**src/dha_pkg.sv**
```systemverilog
// shared types and constants for the dual-lane add/sub alu
package dha_pkg;
  localparam int ACC_W = 40;
  localparam int LO_W = 16;
  localparam int HI_W = 24;
  localparam int GUARD_W = 8;
  localparam int WORD_W = 16;
  localparam int ADDR_W = 16;
  localparam int INSTR_W = 24;
  localparam int INSTR_BYTES = 3;
  localparam int OVF_LO_BIT = 15;
  localparam int OVF_HI_BIT = 31;
  localparam int CARRY_BIT = 31;
  localparam int HI_LANE_OVF_BIT = OVF_HI_BIT - LO_W;
  localparam int HI_LANE_CARRY_BIT = CARRY_BIT - LO_W;
  localparam int OPC_W = 8;
  localparam int SUBOP_MSB = 3;
  localparam int SUBOP_LSB = 1;
  localparam logic [7:0] OPC_TMP_DUAL = 8'b1110_1110;
  localparam logic [2:0] SUB_ADD_TMP = 3'b100;
  localparam logic [2:0] SUB_MIX_DBL = 3'b110;
  localparam logic [LO_W-1:0] LO_SAT_POS = 16'h7fff;
  localparam logic [LO_W-1:0] LO_SAT_NEG = 16'h8000;
  localparam logic [HI_W-1:0] HI_SAT_POS = 24'h00_7fff;
  localparam logic [HI_W-1:0] HI_SAT_NEG = 24'hff_8000;
  localparam logic [ACC_W-1:0] ACC_RST = 40'h00_0000_0000;

  typedef enum logic [1:0] {
    DHA_OP_ADD_ACC_DBL,
    DHA_OP_ADD_TMP_DBL,
    DHA_OP_MIX_TMP_SGL,
    DHA_OP_MIX_TMP_DBL
  } dha_op_t;

  typedef struct packed {
    logic sign_extend_mode;
    logic data_saturate_enable;
    logic legacy_compat_mode;
  } dha_mode_t;

  typedef struct packed {
    logic [ADDR_W-1:0] addr;
    logic [WORD_W-1:0] word_at_addr;
    logic [WORD_W-1:0] word_even_pair;
    logic [WORD_W-1:0] word_odd_pair;
  } dha_mem_t;

  typedef struct packed {
    logic [ACC_W-1:0] dest_accumulator;
    logic dest_acc_overflow_flag;
    logic carry;
  } dha_res_t;
endpackage : dha_pkg

```
**src/dha_alu.sv**
```systemverilog
// dual-lane 16/24-bit packed add and add-subtract alu
`timescale 1ns/10ps
module dha_alu #(
  parameter int LANE_LO_W = dha_pkg::LO_W,
  parameter int LANE_HI_W = dha_pkg::HI_W
) (
  input wire logic clk,
  input wire logic rstn,
  input wire logic issue,
  input wire logic use_opcode,
  input wire logic [dha_pkg::INSTR_W-1:0] instr,
  input wire dha_pkg::dha_op_t op,
  input wire dha_pkg::dha_mode_t mode,
  input wire dha_pkg::dha_mem_t mem,
  input wire logic [dha_pkg::ACC_W-1:0] source_accumulator,
  input wire logic [dha_pkg::WORD_W-1:0] temp_value,
  input wire logic acc_overflow_flag,
  output dha_pkg::dha_res_t result,
  output logic result_valid,
  output logic opcode_bad
);
  import dha_pkg::*;

  // lane arithmetic serves the 16/24 split only
  if (LANE_LO_W != LO_W) begin : g_bad_lo
    $error("dha_alu: low lane width must be 16");
  end
  if (LANE_HI_W != HI_W) begin : g_bad_hi
    $error("dha_alu: high lane width must be 24");
  end
  if (LANE_LO_W + LANE_HI_W != ACC_W) begin : g_bad_sum
    $error("dha_alu: lanes must fill the accumulator");
  end
  if (HI_W != WORD_W + GUARD_W) begin : g_bad_guard
    $error("dha_alu: guard bits must pad a word to the high lane");
  end
  if (HI_LANE_OVF_BIT < 0 || HI_LANE_OVF_BIT >= HI_W) begin : g_bad_ovf
    $error("dha_alu: high lane overflow bit out of range");
  end

  // extend a 16-bit word to the high lane width
  function automatic logic [HI_W-1:0] ext24(
    input logic [WORD_W-1:0] w,
    input logic sx
  );
    logic [GUARD_W-1:0] fill;
    fill = sx ? {GUARD_W{w[WORD_W-1]}} : {GUARD_W{1'b0}};
    ext24 = {fill, w};
  endfunction : ext24

  // low lane sum or difference; its carry is never used
  function automatic logic [LO_W-1:0] lo_sum(
    input logic [LO_W-1:0] a,
    input logic [LO_W-1:0] b,
    input logic sub
  );
    logic [LO_W-1:0] bb;
    bb = sub ? ~b : b;
    lo_sum = a + bb + {{(LO_W-1){1'b0}}, sub};
  endfunction : lo_sum

  // signed overflow of the low lane
  function automatic logic lo_ovf(
    input logic [LO_W-1:0] a,
    input logic [LO_W-1:0] b,
    input logic sub,
    input logic [LO_W-1:0] s
  );
    logic bsign;
    bsign = sub ? ~b[OVF_LO_BIT] : b[OVF_LO_BIT];
    lo_ovf = (a[OVF_LO_BIT] == bsign) && (s[OVF_LO_BIT] != a[OVF_LO_BIT]);
  endfunction : lo_ovf

  // operand sign matches the direction of any overflow
  function automatic logic [LO_W-1:0] lo_clamp(
    input logic neg
  );
    lo_clamp = neg ? LO_SAT_NEG : LO_SAT_POS;
  endfunction : lo_clamp

  // bits 39..31 must agree, else the sum left the 32-bit signed range
  function automatic logic hi_ovf(
    input logic [HI_W-1:0] r
  );
    logic [HI_W-1-HI_LANE_OVF_BIT:0] top;
    top = r[HI_W-1:HI_LANE_OVF_BIT];
    hi_ovf = ~(&top) & (|top);
  endfunction : hi_ovf

  // carry out of accumulator bit 31, i.e. out of high lane bit 15
  function automatic logic hi_carry(
    input logic [HI_W-1:0] a,
    input logic [HI_W-1:0] b
  );
    logic [HI_LANE_CARRY_BIT+1:0] part;
    part = {1'b0, a[HI_LANE_CARRY_BIT:0]} + {1'b0, b[HI_LANE_CARRY_BIT:0]};
    hi_carry = part[HI_LANE_CARRY_BIT+1];
  endfunction : hi_carry

  // clamp by the top guard bit of the wrapped sum
  function automatic logic [HI_W-1:0] hi_clamp(
    input logic neg
  );
    hi_clamp = neg ? HI_SAT_NEG : HI_SAT_POS;
  endfunction : hi_clamp

  // opcode byte and sub-op field of a temp-register dual form
  function automatic logic opc_match(
    input logic [INSTR_W-1:0] i,
    input logic [SUBOP_MSB-SUBOP_LSB:0] sub
  );
    logic byte_ok;
    logic sub_ok;
    byte_ok = i[INSTR_W-1 -: OPC_W] == OPC_TMP_DUAL;
    sub_ok = i[SUBOP_MSB:SUBOP_LSB] == sub;
    opc_match = byte_ok && sub_ok;
  endfunction : opc_match

  logic [WORD_W-1:0] msw;
  logic [WORD_W-1:0] lsw;
  logic [HI_W-1:0] hi_a;
  logic [HI_W-1:0] hi_b;
  logic [LO_W-1:0] lo_a;
  logic [LO_W-1:0] lo_b;
  logic lo_sub;
  logic sat_eff;
  logic [LO_W-1:0] lo_raw;
  logic lo_ov_raw;
  logic lo_ov;
  logic [LO_W-1:0] lo_res;
  logic [HI_W-1:0] hi_raw;
  logic hi_ov;
  logic hi_cy;
  logic [HI_W-1:0] hi_res;
  logic ovf_any;
  dha_op_t op_eff;
  logic op_ok;
  logic take;
  logic [LO_W-1:0] acc_lo_q;
  logic [HI_W-1:0] acc_hi_q;
  logic carry_q;
  logic ovf_flag_q;

  // opcode decode overrides the op port when requested
  always_comb begin
    op_eff = op;
    op_ok = 1'b1;
    if (use_opcode) begin
      if (opc_match(instr, SUB_ADD_TMP)) begin
        op_eff = DHA_OP_ADD_TMP_DBL;
        op_ok = 1'b1;
      end else if (opc_match(instr, SUB_MIX_DBL)) begin
        op_eff = DHA_OP_MIX_TMP_DBL;
        op_ok = 1'b1;
      end else begin
        // unknown encodings are refused, never guessed at
        op_eff = op;
        op_ok = 1'b0;
      end
    end
  end

  assign take = issue & op_ok;

  // word order of a double operand depends on the address parity
  always_comb begin
    msw = mem.word_at_addr;
    if (mem.addr[0]) begin
      lsw = mem.word_odd_pair;
    end else begin
      lsw = mem.word_even_pair;
    end
  end

  // operand steering per form
  always_comb begin
    hi_a = ext24(msw, mode.sign_extend_mode);
    lo_a = lsw;
    hi_b = ext24(temp_value, mode.sign_extend_mode);
    lo_b = temp_value;
    lo_sub = 1'b0;
    case (op_eff)
      DHA_OP_ADD_ACC_DBL: begin
        hi_a = ext24(msw, mode.sign_extend_mode);
        lo_a = lsw;
        hi_b = source_accumulator[ACC_W-1:LO_W];
        lo_b = source_accumulator[LO_W-1:0];
        lo_sub = 1'b0;
      end
      DHA_OP_ADD_TMP_DBL: begin
        hi_a = ext24(msw, mode.sign_extend_mode);
        lo_a = lsw;
        hi_b = ext24(temp_value, mode.sign_extend_mode);
        lo_b = temp_value;
        lo_sub = 1'b0;
      end
      DHA_OP_MIX_TMP_SGL: begin
        hi_a = ext24(mem.word_at_addr, mode.sign_extend_mode);
        lo_a = mem.word_at_addr;
        hi_b = ext24(temp_value, mode.sign_extend_mode);
        lo_b = temp_value;
        lo_sub = 1'b1;
      end
      DHA_OP_MIX_TMP_DBL: begin
        hi_a = ext24(msw, mode.sign_extend_mode);
        lo_a = lsw;
        hi_b = ext24(temp_value, mode.sign_extend_mode);
        lo_b = temp_value;
        lo_sub = 1'b1;
      end
      default: begin
        lo_sub = 1'b0;
      end
    endcase
  end

  // legacy mode forces saturation off for this datapath only
  assign sat_eff = mode.data_saturate_enable & ~mode.legacy_compat_mode;

  // low lane: sum, overflow, optional clamp
  always_comb begin
    lo_raw = lo_sum(lo_a, lo_b, lo_sub);
    lo_ov_raw = lo_ovf(lo_a, lo_b, lo_sub, lo_raw);
    lo_ov = lo_ov_raw & ~mode.legacy_compat_mode;
    if (lo_ov_raw && sat_eff) begin
      lo_res = lo_clamp(lo_a[OVF_LO_BIT]);
    end else begin
      lo_res = lo_raw;
    end
  end

  // high lane: guard bits ride along in the 24-bit sum
  always_comb begin
    hi_raw = hi_a + hi_b;
    hi_ov = hi_ovf(hi_raw);
    hi_cy = hi_carry(hi_a, hi_b);
    if (hi_ov && sat_eff) begin
      hi_res = hi_clamp(hi_raw[HI_W-1]);
    end else begin
      hi_res = hi_raw;
    end
  end

  // either lane may raise the flag; legacy mode masks the low lane
  assign ovf_any = hi_ov | lo_ov;

  // low half; both halves land on the same edge
  always_ff @(posedge clk or negedge rstn) begin
    if (!rstn) begin
      acc_lo_q <= ACC_RST[LO_W-1:0];
    end else if (take) begin
      acc_lo_q <= lo_res;
    end
  end

  // high half with the guard bits
  always_ff @(posedge clk or negedge rstn) begin
    if (!rstn) begin
      acc_hi_q <= ACC_RST[ACC_W-1:LO_W];
    end else if (take) begin
      acc_hi_q <= hi_res;
    end
  end

  // carry comes from the high lane only
  always_ff @(posedge clk or negedge rstn) begin
    if (!rstn) begin
      carry_q <= 1'b0;
    end else if (take) begin
      carry_q <= hi_cy;
    end
  end

  // sticky: an overflow only sets it, otherwise the old flag passes
  always_ff @(posedge clk or negedge rstn) begin
    if (!rstn) begin
      ovf_flag_q <= 1'b0;
    end else if (take) begin
      ovf_flag_q <= acc_overflow_flag | ovf_any;
    end
  end

  // one answer pulse per accepted issue
  always_ff @(posedge clk or negedge rstn) begin
    if (!rstn) begin
      result_valid <= 1'b0;
    end else begin
      result_valid <= take;
    end
  end

  // refusal pulse; the result registers keep their value
  always_ff @(posedge clk or negedge rstn) begin
    if (!rstn) begin
      opcode_bad <= 1'b0;
    end else begin
      opcode_bad <= issue & ~op_ok;
    end
  end

  assign result.dest_accumulator = {acc_hi_q, acc_lo_q};
  assign result.dest_acc_overflow_flag = ovf_flag_q;
  assign result.carry = carry_q;
endmodule : dha_alu

```
**config.mk**
```make
export PLATFORM = sky130hd
export DESIGN_NAME = dha_alu
export DESIGN_NICKNAME = d
export VERILOG_FILES = /design/src/dha_pkg.sv /design/src/dha_alu.sv
export SDC_FILE = /design/constraint.sdc
export NUM_CORES = 1
export LEC_CHECK = 0
export ABC_AREA = 1
export ABC_CLOCK_PERIOD_IN_PS = 800
export BUFFER_PORTS_ARGS = -buffer_cell sky130_fd_sc_hd__buf_4
export CAP_MARGIN = 0
export CORE_MARGIN = 2
export CORE_UTILIZATION = 28
export CTS_CLUSTER_DIAMETER = 80
export CTS_CLUSTER_SIZE = 8
export DETAILED_ROUTE_END_ITERATION = 12
export PLACE_DENSITY = 0.55
export SLEW_MARGIN = 25
export SYNTH_ARGS = -nofsm -noshare
export SYNTH_HDL_FRONTEND = slang
export SYNTH_SLANG_ARGS = --single-unit
```
**constraint.sdc**
```tcl
create_clock -name clk -period 0.8 [get_ports clk]
set_clock_uncertainty 0.1 [all_clocks]
set_input_delay 0.16 -clock clk [delete_from_list [all_inputs] [get_ports clk]]
set_output_delay 0.16 -clock clk [all_outputs]
set_load 0.02 [all_outputs]
```
Word-level counts from Yosys, hierarchy flattened
Cells that the tools add are included.
{"block": "classes", "n_reduce_logical": 13, "n_bitwise": 12, "n_addsub": 4, "n_mux": 20, "eq_ne": 8}
{"cell": "24-bit two-way mux", "count": 3}
{"cell": "16-bit two-way mux", "count": 4}
{"cell": "16-bit case mux with 2 select lines", "count": 2}
{"cell": "24-bit case mux with 2 select lines", "count": 1}
{"cell": "24-bit adder", "count": 1}
{"cell": "16-bit by 16-bit adder with 17-bit output", "count": 1}
{"cell": "16-bit by 1-bit adder with 16-bit output", "count": 1}
{"cell": "16-bit adder", "count": 1}
{"cell": "8-bit two-way mux", "count": 2}
{"cell": "16-bit NOT", "count": 1}
{"cell": "9-bit AND reduction", "count": 1}
{"cell": "9-bit OR reduction", "count": 1}
{"cell": "8-bit == test, second input constant", "count": 1}
{"cell": "3-bit == test, second input constant", "count": 2}
{"cell": "2-bit two-way mux", "count": 3}
{"cell": "3-bit OR reduction", "count": 2}
{"cell": "1-bit AND", "count": 5}
{"cell": "1-bit logical AND", "count": 5}
{"cell": "2-bit == test, second input constant", "count": 2}
{"cell": "1-bit two-way mux", "count": 4}
{"cell": "1-bit NOT", "count": 4}
{"cell": "2-bit OR reduction", "count": 2}
{"cell": "4-bit OR reduction", "count": 1}
{"cell": "2-bit by 1-bit == test with 1-bit output, second input constant", "count": 1}
{"cell": "5 further kinds", "count": 6}
{"block": "totals", "regBits": 44, "inputBits": 154}

Longest topological paths before layout
Gate-level depths: netlist of run 1.
{"block": "logic_depth", "depth_word": 17, "mapped_depth": 33, "depth_no_buf": 31}

Worst setup path before layout of run 1
Ideal clock, no wire load.
{"block": "synth_timing", "kind": "input to register", "start": "input instr[20] (netlist name)", "end": "register acc_hi_q[6]", "path_slack_ns": -2.776, "t_required_ns": 0.582, "arrival_ns": 3.358, "stages": 32, "cell_sequence": "inv_1 -> nand2_1 -> nor2_2 -> nand3_1 -> nand2_2 -> nor2_4 -> inv_4 -> clkbuf_1 -> nor2_1 -> nor2_1 -> ha_1 -> inv_1 -> fa_1 -> inv_1 -> nand2_1 -> o21ai_2 -> a21oi_1 -> o21ai_2 -> nand2_1 -> nand2_1 -> nand2_1 -> nand2_1 -> nand2_1 -> nor2_1 -> nand2_1 -> nand2_1 -> nand2_4 -> nand2_4 -> buf_6 -> nand2_1 -> nand3_1 -> nand2_1"}
{"block": "synth_between", "elab_chain_len": 14, "word_cells_on_any_way": 24, "classes_between": "add/sub (1); eq/ne (4); mux (9); bitwise (3); reduce/logical (7)"}
{"element": "start, declared", "line_no": "dha_alu.sv:11", "source": "input wire logic [dha_pkg::INSTR_W-1:0] instr,"}
{"element": "8-bit == test *", "line_no": "dha_alu.sv:114", "source": "byte_ok = i[INSTR_W-1 -: OPC_W] == OPC_TMP_DUAL;"}
{"element": "1-bit logical AND", "line_no": "dha_alu.sv:116", "source": "opc_match = byte_ok && sub_ok;"}
{"element": "2-bit two-way mux", "line_no": "dha_alu.sv:152", "source": "end else if (opc_match(instr, SUB_MIX_DBL)) begin"}
{"element": "2-bit two-way mux", "line_no": "dha_alu.sv:149", "source": "if (opc_match(instr, SUB_ADD_TMP)) begin"}
{"element": "2-bit two-way mux", "line_no": "dha_alu.sv:148", "source": "if (use_opcode) begin"}
{"element": "2-bit == test / 2-bit by 1-bit == test with 1-bit output (equally long branches)", "line_no": "dha_alu.sv:182", "source": "case (op_eff)"}
{"element": "3-bit OR reduction (no source line)"}
{"element": "24-bit case mux with 2 select lines", "line_no": "dha_alu.sv:182"}
{"element": "24-bit adder", "line_no": "dha_alu.sv:234", "source": "hi_raw = hi_a + hi_b;"}
{"element": "9-bit AND reduction", "line_no": "dha_alu.sv:87", "source": "hi_ovf = ~(&top) & (|top);"}
{"element": "1-bit NOT", "line_no": "dha_alu.sv:87"}
{"element": "1-bit AND", "line_no": "dha_alu.sv:87"}
{"element": "1-bit logical AND", "line_no": "dha_alu.sv:237", "source": "if (hi_ov && sat_eff) begin"}
{"element": "24-bit two-way mux", "line_no": "dha_alu.sv:237"}
{"element": "end signal, assigned", "line_no": "dha_alu.sv:259", "source": "acc_hi_q <= ACC_RST[ACC_W-1:LO_W];"}
{"element": "end signal, assigned", "line_no": "dha_alu.sv:261", "source": "acc_hi_q <= hi_res;"}
{"element": "end, declared", "line_no": "dha_alu.sv:140", "source": "logic [HI_W-1:0] acc_hi_q;"}
Every way passes the cells marked *; elsewhere a longest branch is shown, timed or not.
A chain may end at the register's enable or synchronous reset.

Final worst setup path of run 1
{"block": "layout_timing", "start": "input instr[2] (netlist name)", "end": "register acc_hi_q[6]"}
{"block": "layout_between", "elab_chain_len": 14, "word_cells_on_any_way": 25, "classes_between": "add/sub (1); eq/ne (5); mux (9); bitwise (3); reduce/logical (7)"}
{"element": "3-bit == test", "line_no": "dha_alu.sv:115", "source": "sub_ok = i[SUBOP_MSB:SUBOP_LSB] == sub;"}
{"element": "1-bit logical AND", "line_no": "dha_alu.sv:116"}
{"element": "2-bit two-way mux", "line_no": "dha_alu.sv:152"}
{"element": "2-bit two-way mux", "line_no": "dha_alu.sv:149"}
{"element": "2-bit two-way mux", "line_no": "dha_alu.sv:148"}
{"element": "2-bit == test / 2-bit by 1-bit == test with 1-bit output (equally long branches)", "line_no": "dha_alu.sv:182"}
{"element": "3-bit OR reduction (no source line)"}
{"element": "24-bit case mux with 2 select lines", "line_no": "dha_alu.sv:182"}
{"element": "24-bit adder", "line_no": "dha_alu.sv:234"}
{"element": "9-bit AND reduction", "line_no": "dha_alu.sv:87"}
{"element": "1-bit NOT", "line_no": "dha_alu.sv:87"}
{"element": "1-bit AND", "line_no": "dha_alu.sv:87"}
{"element": "1-bit logical AND", "line_no": "dha_alu.sv:237"}
{"element": "24-bit two-way mux", "line_no": "dha_alu.sv:237"}
Several ways; a longest one is shown, not always the timed one.

==> results of run 1 <==
-- routing by layer --
metal / share of wire, % / vias to the layer above
met4: 2.6 / 0
met1: 44 / 3239
li1: - / 3473
met5: 0 / -
met3: 4.9 / 30
met2: 49 / 199
-- through the flow --
stage / total power (uW) / setup TNS (ps) / utilization (%) / hold slack (ps) / worst slack [ps]
3_5_place_dp: 11480 / -114160 / 44.66 / -69.71 / -2890
4_1_cts: 15690 / -107470 / 53.85 / -26.95 / -2377
3_3_place_gp: 11440 / -111340 / 44.66 / -67.98 / -2809
6_report: 17000 / -107230 / 58.97 / -18.67 / -2425
5_1_grt: 18070 / -115960 / 58.97 / 0.6017 / -2619
2_1_floorplan: 7602 / -93920 / - / -235.6 / -2582
-- cell families after synthesis --
| logic type | Yosys count |
|---|---|
| XOR/XNOR | 35 |
| AND/OR/NAND/NOR | 440 |
| multiplexers | 1 |
| flip-flops | 44 |
| adder cells (fa/ha/maj) | 40 |
| buffers and inverters | 87 |
| AO/OA/AOI/OAI | 167 |
-- worst max-delay path, stage by stage --
cell and delay [ps]:
buf_4 110, inv_4 30, nand2_2 70, nor2_4 30, nand3_2 90, nand2_2 80
nor2_4 120, buf_6 140, clkinv_8 70, buf_4 150, nand2_1 100, nand2_2 80
ha_4 310, nand2_2 90, inv_2 80, nand3_2 130, nor3_4 170, nand3_1 150
nand3_4 160, a21boi_4 80, buf_6 130, xnor2_4 200, nand2_4 120, nand2_8 130
nand3_4 140, nand3_1 120, nand2_1 50
-- path summary, 6_finish.rpt --
check | from | endpoint | slack (ps) | depth (start not counted)
worst min register to register | acc_hi_q[23] | acc_hi_q[23] | 410 | 2
min in group asynchronous | rstn | acc_hi_q[0] | 150 | 2
worst max-delay path | instr[2] | acc_hi_q[6] | -2420 | 27
worst min-delay path | issue | opcode_bad | -20 | 3
worst max register to register | acc_lo_q[1] | acc_lo_q[1] | -200 | 4
max in group asynchronous | rstn | acc_hi_q[13] | 80 | 3
-- power groups by stage --
stage	registers (uW)	logic [uW]	clock network [uW]
after floorplan	3780	3820	0
after global placement	3130	8300	0
after detailed placement	3140	8340	0
after CTS	3200	10400	2080
after global routing	3270	12600	2160
final	3200	11800	2020
-- area by class of cell --
| cell class | instances | area [um^2] |
|---|---|---|
| sequential | 44 | 1101 |
| tap | 229 | 286.5 |
| timing repair inverter | 2 | 15.01 |
| inverter | 63 | 286.5 |
| timing repair buffer | 411 | 3600 |
| multi-input combinational | 686 | 5094 |
| clock buffer | 5 | 125.1 |
| clock inverter | 2 | 12.51 |
| fill | 1649 | 7321 |
-- layout by cell type (no fill, tap or decap), types with 3 or more instances in the layout --
cell type   instances
a21oi_1            39
a21oi_2            52
a21oi_4             4
a31oi_1            13
a31oi_2             4
buf_12              9
buf_4             311
buf_6              85
clkbuf_16           5
clkinvlp_4          3
dfrtp_1            44
ha_1               17
ha_4               21
inv_1              44
inv_2              10
inv_4               4
nand2_1           170
nand2_2            59
nand2_4            29
nand2_8             8
nand3_1            14
nand3_2            19
nand3_4             3
nand4_1             9
nor2_1             78
nor2_2             23
nor2_4             18
nor3_2              6
nor3_4              3
o21a_1              3
o21ai_0            16
o21ai_1            15
o21ai_2            11
xnor2_1            11
xnor2_2             4
xor2_1             13
xor2_2              6
-- flip-flops by register name (all words and copies together) (netlist names) --
name,count
acc_hi_q,24
acc_lo_q,16
carry_q,1
opcode_bad,1
ovf_flag_q,1
result_valid,1
-- repair_timing --
action	CTS	global route
resized for setup	234	178
endpoints found under the setup margin	87	88
hold buffers	1	0
hold endpoints to repair	45	0
setup buffers	57	26
pin swaps	95	96
gates cloned	11	0
==> reports/qor.yml, run 1 <==
nets: 1407
intPower_uw: 9911
initial_core_util_pct: 28.41
synth_top_area_share_pct: 21.72
power_leakage_uw: 0.005059
synth_fp_nets: 1008
synth_top_family_by_area: "simple AND/OR/NAND/NOR gates"
via_per_inst: 4.813
synth_mux_area_share_pct: 0.1975
drive_gt1_share_pct: 59.19
grt_start_max_net_pins: 20
synthAdderAreaFrac_pct: 10.17
synth_edf_count: 0
fin_crit_ps: 3225
synthSimpleGateAreaFrac_pct: 36.02
max_slew_margin_pct: 71.11
fin_area_um2: 10520
grt_pass1_vias: 6789
yosys-top-cells-count: "nand2_1 (250), nor2_1 (114), a21oi_1 (86), inv_1 (57), dfrtp_1 (44)"
met1_usage_pct: 29.87
cts_num_sinks: 44
dominantRegCellSynth: "dfrtp_1"
pwr-share-clk_pct: 11.9
drtIter0Drc: 348
combPwrFrac_pct: 69.3
yosysMostFrequentCell: "nand2_1"
layout.cells.non_filler: 1442
n_antenna_cell: 0
critical_path_class: "primary input to register"
arrival_ps: 3310
end_kind: "register"
min_path_type: "primary input to register"
ir_drop_uv: 1213
fp.dieH_um: 138.5
worst_pin_slew_ps: 432.8
synth-seq-cells: 44
synthesis.area_um2: 5069
clock_path_buffers: 2
switching_share_pct: 41.72
top_usage_layer: "met2"
rows: 49
overflow: 0
gp_congestion: 0.9317
dr.pass1.iters: 5
avgSynthCellArea_um2: 6.227
use_met3_pct: 3.349
grt_pass1_wl_mm: 34.78
yosysSeqAreaShare_pct: 21.72
wl_mm: 22.47
ios: 198
placed_cells: 1347
root_buffer: "clkbuf_16"
drv_slew: 0
pwr-share-seq_pct: 18.8
syn2layout_area_growth_pct: 107.6
grt_usage_pct: 22.67
wire_per_inst_um: 15.58
clk_pin_slew_worst_paths_ps: 70
cts_tree: "yes"
async_reset_ff_share_pct: 100.0
timing.hold.ws_ps: -18.67
hpwlAfterDp_mm: 17.16
drc_errors: 0
fin_crit_sh_pct: 403.1
antenna_found_initial: 0
cp.required_ps: 890
violations: "negative hold slack, negative setup slack"
io_buffers: 169
setup.worst_path.start_class: "primary input"
die_x_um: 138.5
maxCapViolCount: 0
synth-xor-area-share_pct: 6.196
num_vias: 6941
grt_setup_unrepaired: "yes"
numCtsBuffers: 5
drtAntennaViolNets: 0
ctsHtreeMaxLevel: 2
synthCells: 814
synth-compound-area-share_pct: 18.44
met2_usage_pct: 39.00
p_per_area_nw_per_um2: 1616
clock_latency_ps: 300
yosysWarnings: 0
synth_area_leaders: "dfrtp_1 (22%), nand2_1 (19%), ha_1 (9.4%)"
setup_ws_ps: -2425
critPathMaxFanout: 7
placed_area_um2: 7968
status: "finished with violations"
fmax_ghz: 0.3101
synth.largest_area_cell: "dfrtp_1"
setup_viol: 88
switching_power_uw: 7094
synth.distinct_cells: 42
die_area_um2: 19190
core_area_um2: 17840
final-hold-violation-count: 1
Power figures use the tool's default switching activity.
==> run 2, diff against run 1 <==
Settings changed: GPL_TIMING_DRIVEN set to 0, HOLD_SLACK_MARGIN set to 0.06.
==> reports/qor.yml, run 2 (synthesis gave the netlist of run 1 again) <==
overflow: 0  # unchanged
ctsHtreeMaxLevel: 2  # unchanged
cts_tree: "yes"
critical-path-max-stage-delay_ps: 340  # +30 ps
critPathMaxFanout: 5  # -2
maxCapViolCount: 0  # unchanged
end_kind: "register"
grt_usage_pct: 20.87  # -1.8 points
wl_mm: 21.27  # -5.4%
critPathSlowestCell: "ha_4"
fin_crit_sh_pct: 405.6  # +2.4 points
cts_num_sinks: 44  # unchanged
status: "finished with violations"
largest_reg_flops: 24  # unchanged
nets: 1313  # -6.7%
syn2layout_area_growth_pct: 83.86
grt_setup_unrepaired: "yes"
layout.cells.non_filler: 1349  # -6.4%
setup_ws_ps: -2445  # -19.57 ps
min_path_type: "primary input to async pin"
fin_crit_ps: 3245  # +19.57 ps
clk_pin_slew_worst_paths_ps: 60  # about the same
clock_latency_ps: 300  # about the same
hpwlAfterDp_mm: 16.32  # -4.9%
drtIter0Drc: 267  # -23%
die_area_um2: 19190  # unchanged
worst_pin_slew_ps: 769.2  # +336.4 ps
wire_per_inst_um: 15.76  # +1.2%
clock_path_buffers: 2  # unchanged
num_vias: 6448  # -7.1%
crit_top_cell: "nand2_1"
max_slew_margin_pct: 48.72  # -22 points
drc_errors: 0  # unchanged
via_per_inst: 4.780  # -0.70%
fin_tns_setup_ps: -110160  # -2928 ps
setup_viol: 88  # unchanged
largest-register: "acc_hi_q"
fp.dieH_um: 138.5  # unchanged
rows: 49  # unchanged
numCtsBuffers: 5  # unchanged
setup.worst_path.start_class: "primary input"
ir_drop_uv: 1293  # +6.6%
ios: 198  # unchanged
core_area_um2: 17840  # unchanged
gp_congestion: 0.9536  # +2.4%
arrival_ps: 3330  # +20 ps
root_buffer: "clkbuf_16"
final-hold-violation-count: 45  # +44
grt_start_max_net_pins: 45  # +130%
violations: "negative hold slack, negative setup slack"
drtAntennaViolNets: 0  # unchanged
io_buffers: 168  # -0.59%
placed_cells: 1211  # -10%
grt_pass1_vias: 6143  # -9.5%
n_antenna_cell: 0  # unchanged
drv_slew: 0  # unchanged
drive_gt1_share_pct: 50.71  # -8.5 points
cp.required_ps: 890  # about the same
layout_common_cells: "buf_4 (235), nand2_1 (186), nor2_1 (91)"
initial_core_util_pct: 28.41  # unchanged
timing.hold.ws_ps: -229.0  # -210.4 ps
critical_path_class: "primary input to register"
p_per_area_nw_per_um2: 1708  # +5.7%
die_x_um: 138.5  # unchanged
dr.pass1.iters: 4  # -1
power_leakage_uw: 0.004518  # -11%
antenna_found_initial: 0  # unchanged
grt_pass1_wl_mm: 31.86  # -8.4%
top_regs: "acc_hi_q x24, acc_lo_q x16"
layout_commonest_cell: "buf_4"
fmax_ghz: 0.3082  # -0.60%
run 2: critical path: cells and delay by family:
| kind | cells | cell delay [ps] |
|---|---|---|
| adder cells (fa/ha/maj) | 1 | 340 |
| AND/OR/NAND/NOR | 22 | 2120 |
| buffers and inverters | 6 | 700 |
run 2: final cells by class:
cell class	count	area, um^2
Timing Repair Buffer	298	2546
Multi-Input combinational cell	683	4629
Sequential cell	44	1101
Tap cell	229	286.5
Clock buffer	6	138.9
Inverter	63	279.0
Clock inverter	2	38.79
Buffer	24	299.0
Fill cell	1801	8522
run 2: final timing paths:
kind	slack [ps]	start	to	depth (start not counted)
setup / recovery	-2440	instr[3]	acc_hi_q[6]	29
hold / removal	-230	rstn	acc_hi_q[1]	1
setup reg to reg	-240	acc_hi_q[14]	acc_hi_q[14]	4
hold reg to reg	400	acc_hi_q[1]	acc_hi_q[1]	2
max in group asynchronous	430	rstn	acc_lo_q[9]	1
min in group clk	-20	issue	opcode_bad	3
run 2: stage by stage:
step	utilization [%]	hold WS, ps	area (um^2)	setup WS (ps)	power (uW)
6_report	52.23	-229.0	9319	-2445	15920
5_1_grt	52.23	-178.3	9319	-2688	16910
4_1_cts	46.90	-211.4	8367	-2376	14560
3_5_place_dp	38.67	113.9	6899	-3323	10210
3_3_place_gp	38.67	114.0	6899	-3326	10190
2_1_floorplan	-	-235.6	5351	-2582	7602
run 2: repair_timing:
action	in CTS	in global routing
setup endpoints to repair	87	88
cloned	2	5
pin swaps	50	63
gates resized for setup	168	136
hold endpoints to repair	46	45
buffers inserted	79	47
run 2: power breakdown:
part	leakage [uW]	internal, uW	switching (uW)
registers	0.000512	2790	424
clock network	0.0000871	1570	924
logic	0.00392	5050	5170
total	0.00452	9400	6520
run 2: routing by layer:
| metal | routed length [um] | global-route usage, % | up-vias |
|---|---|---|---|
| li1 | - | - | 3285 |
| met1 | 9535 | 27.10 | 2994 |
| met2 | 10260 | 36.14 | 152 |
| met3 | 1166 | 3.867 | 17 |
| met4 | 298 | 4.726 | 0 |
| met5 | 0 | 0 | - |
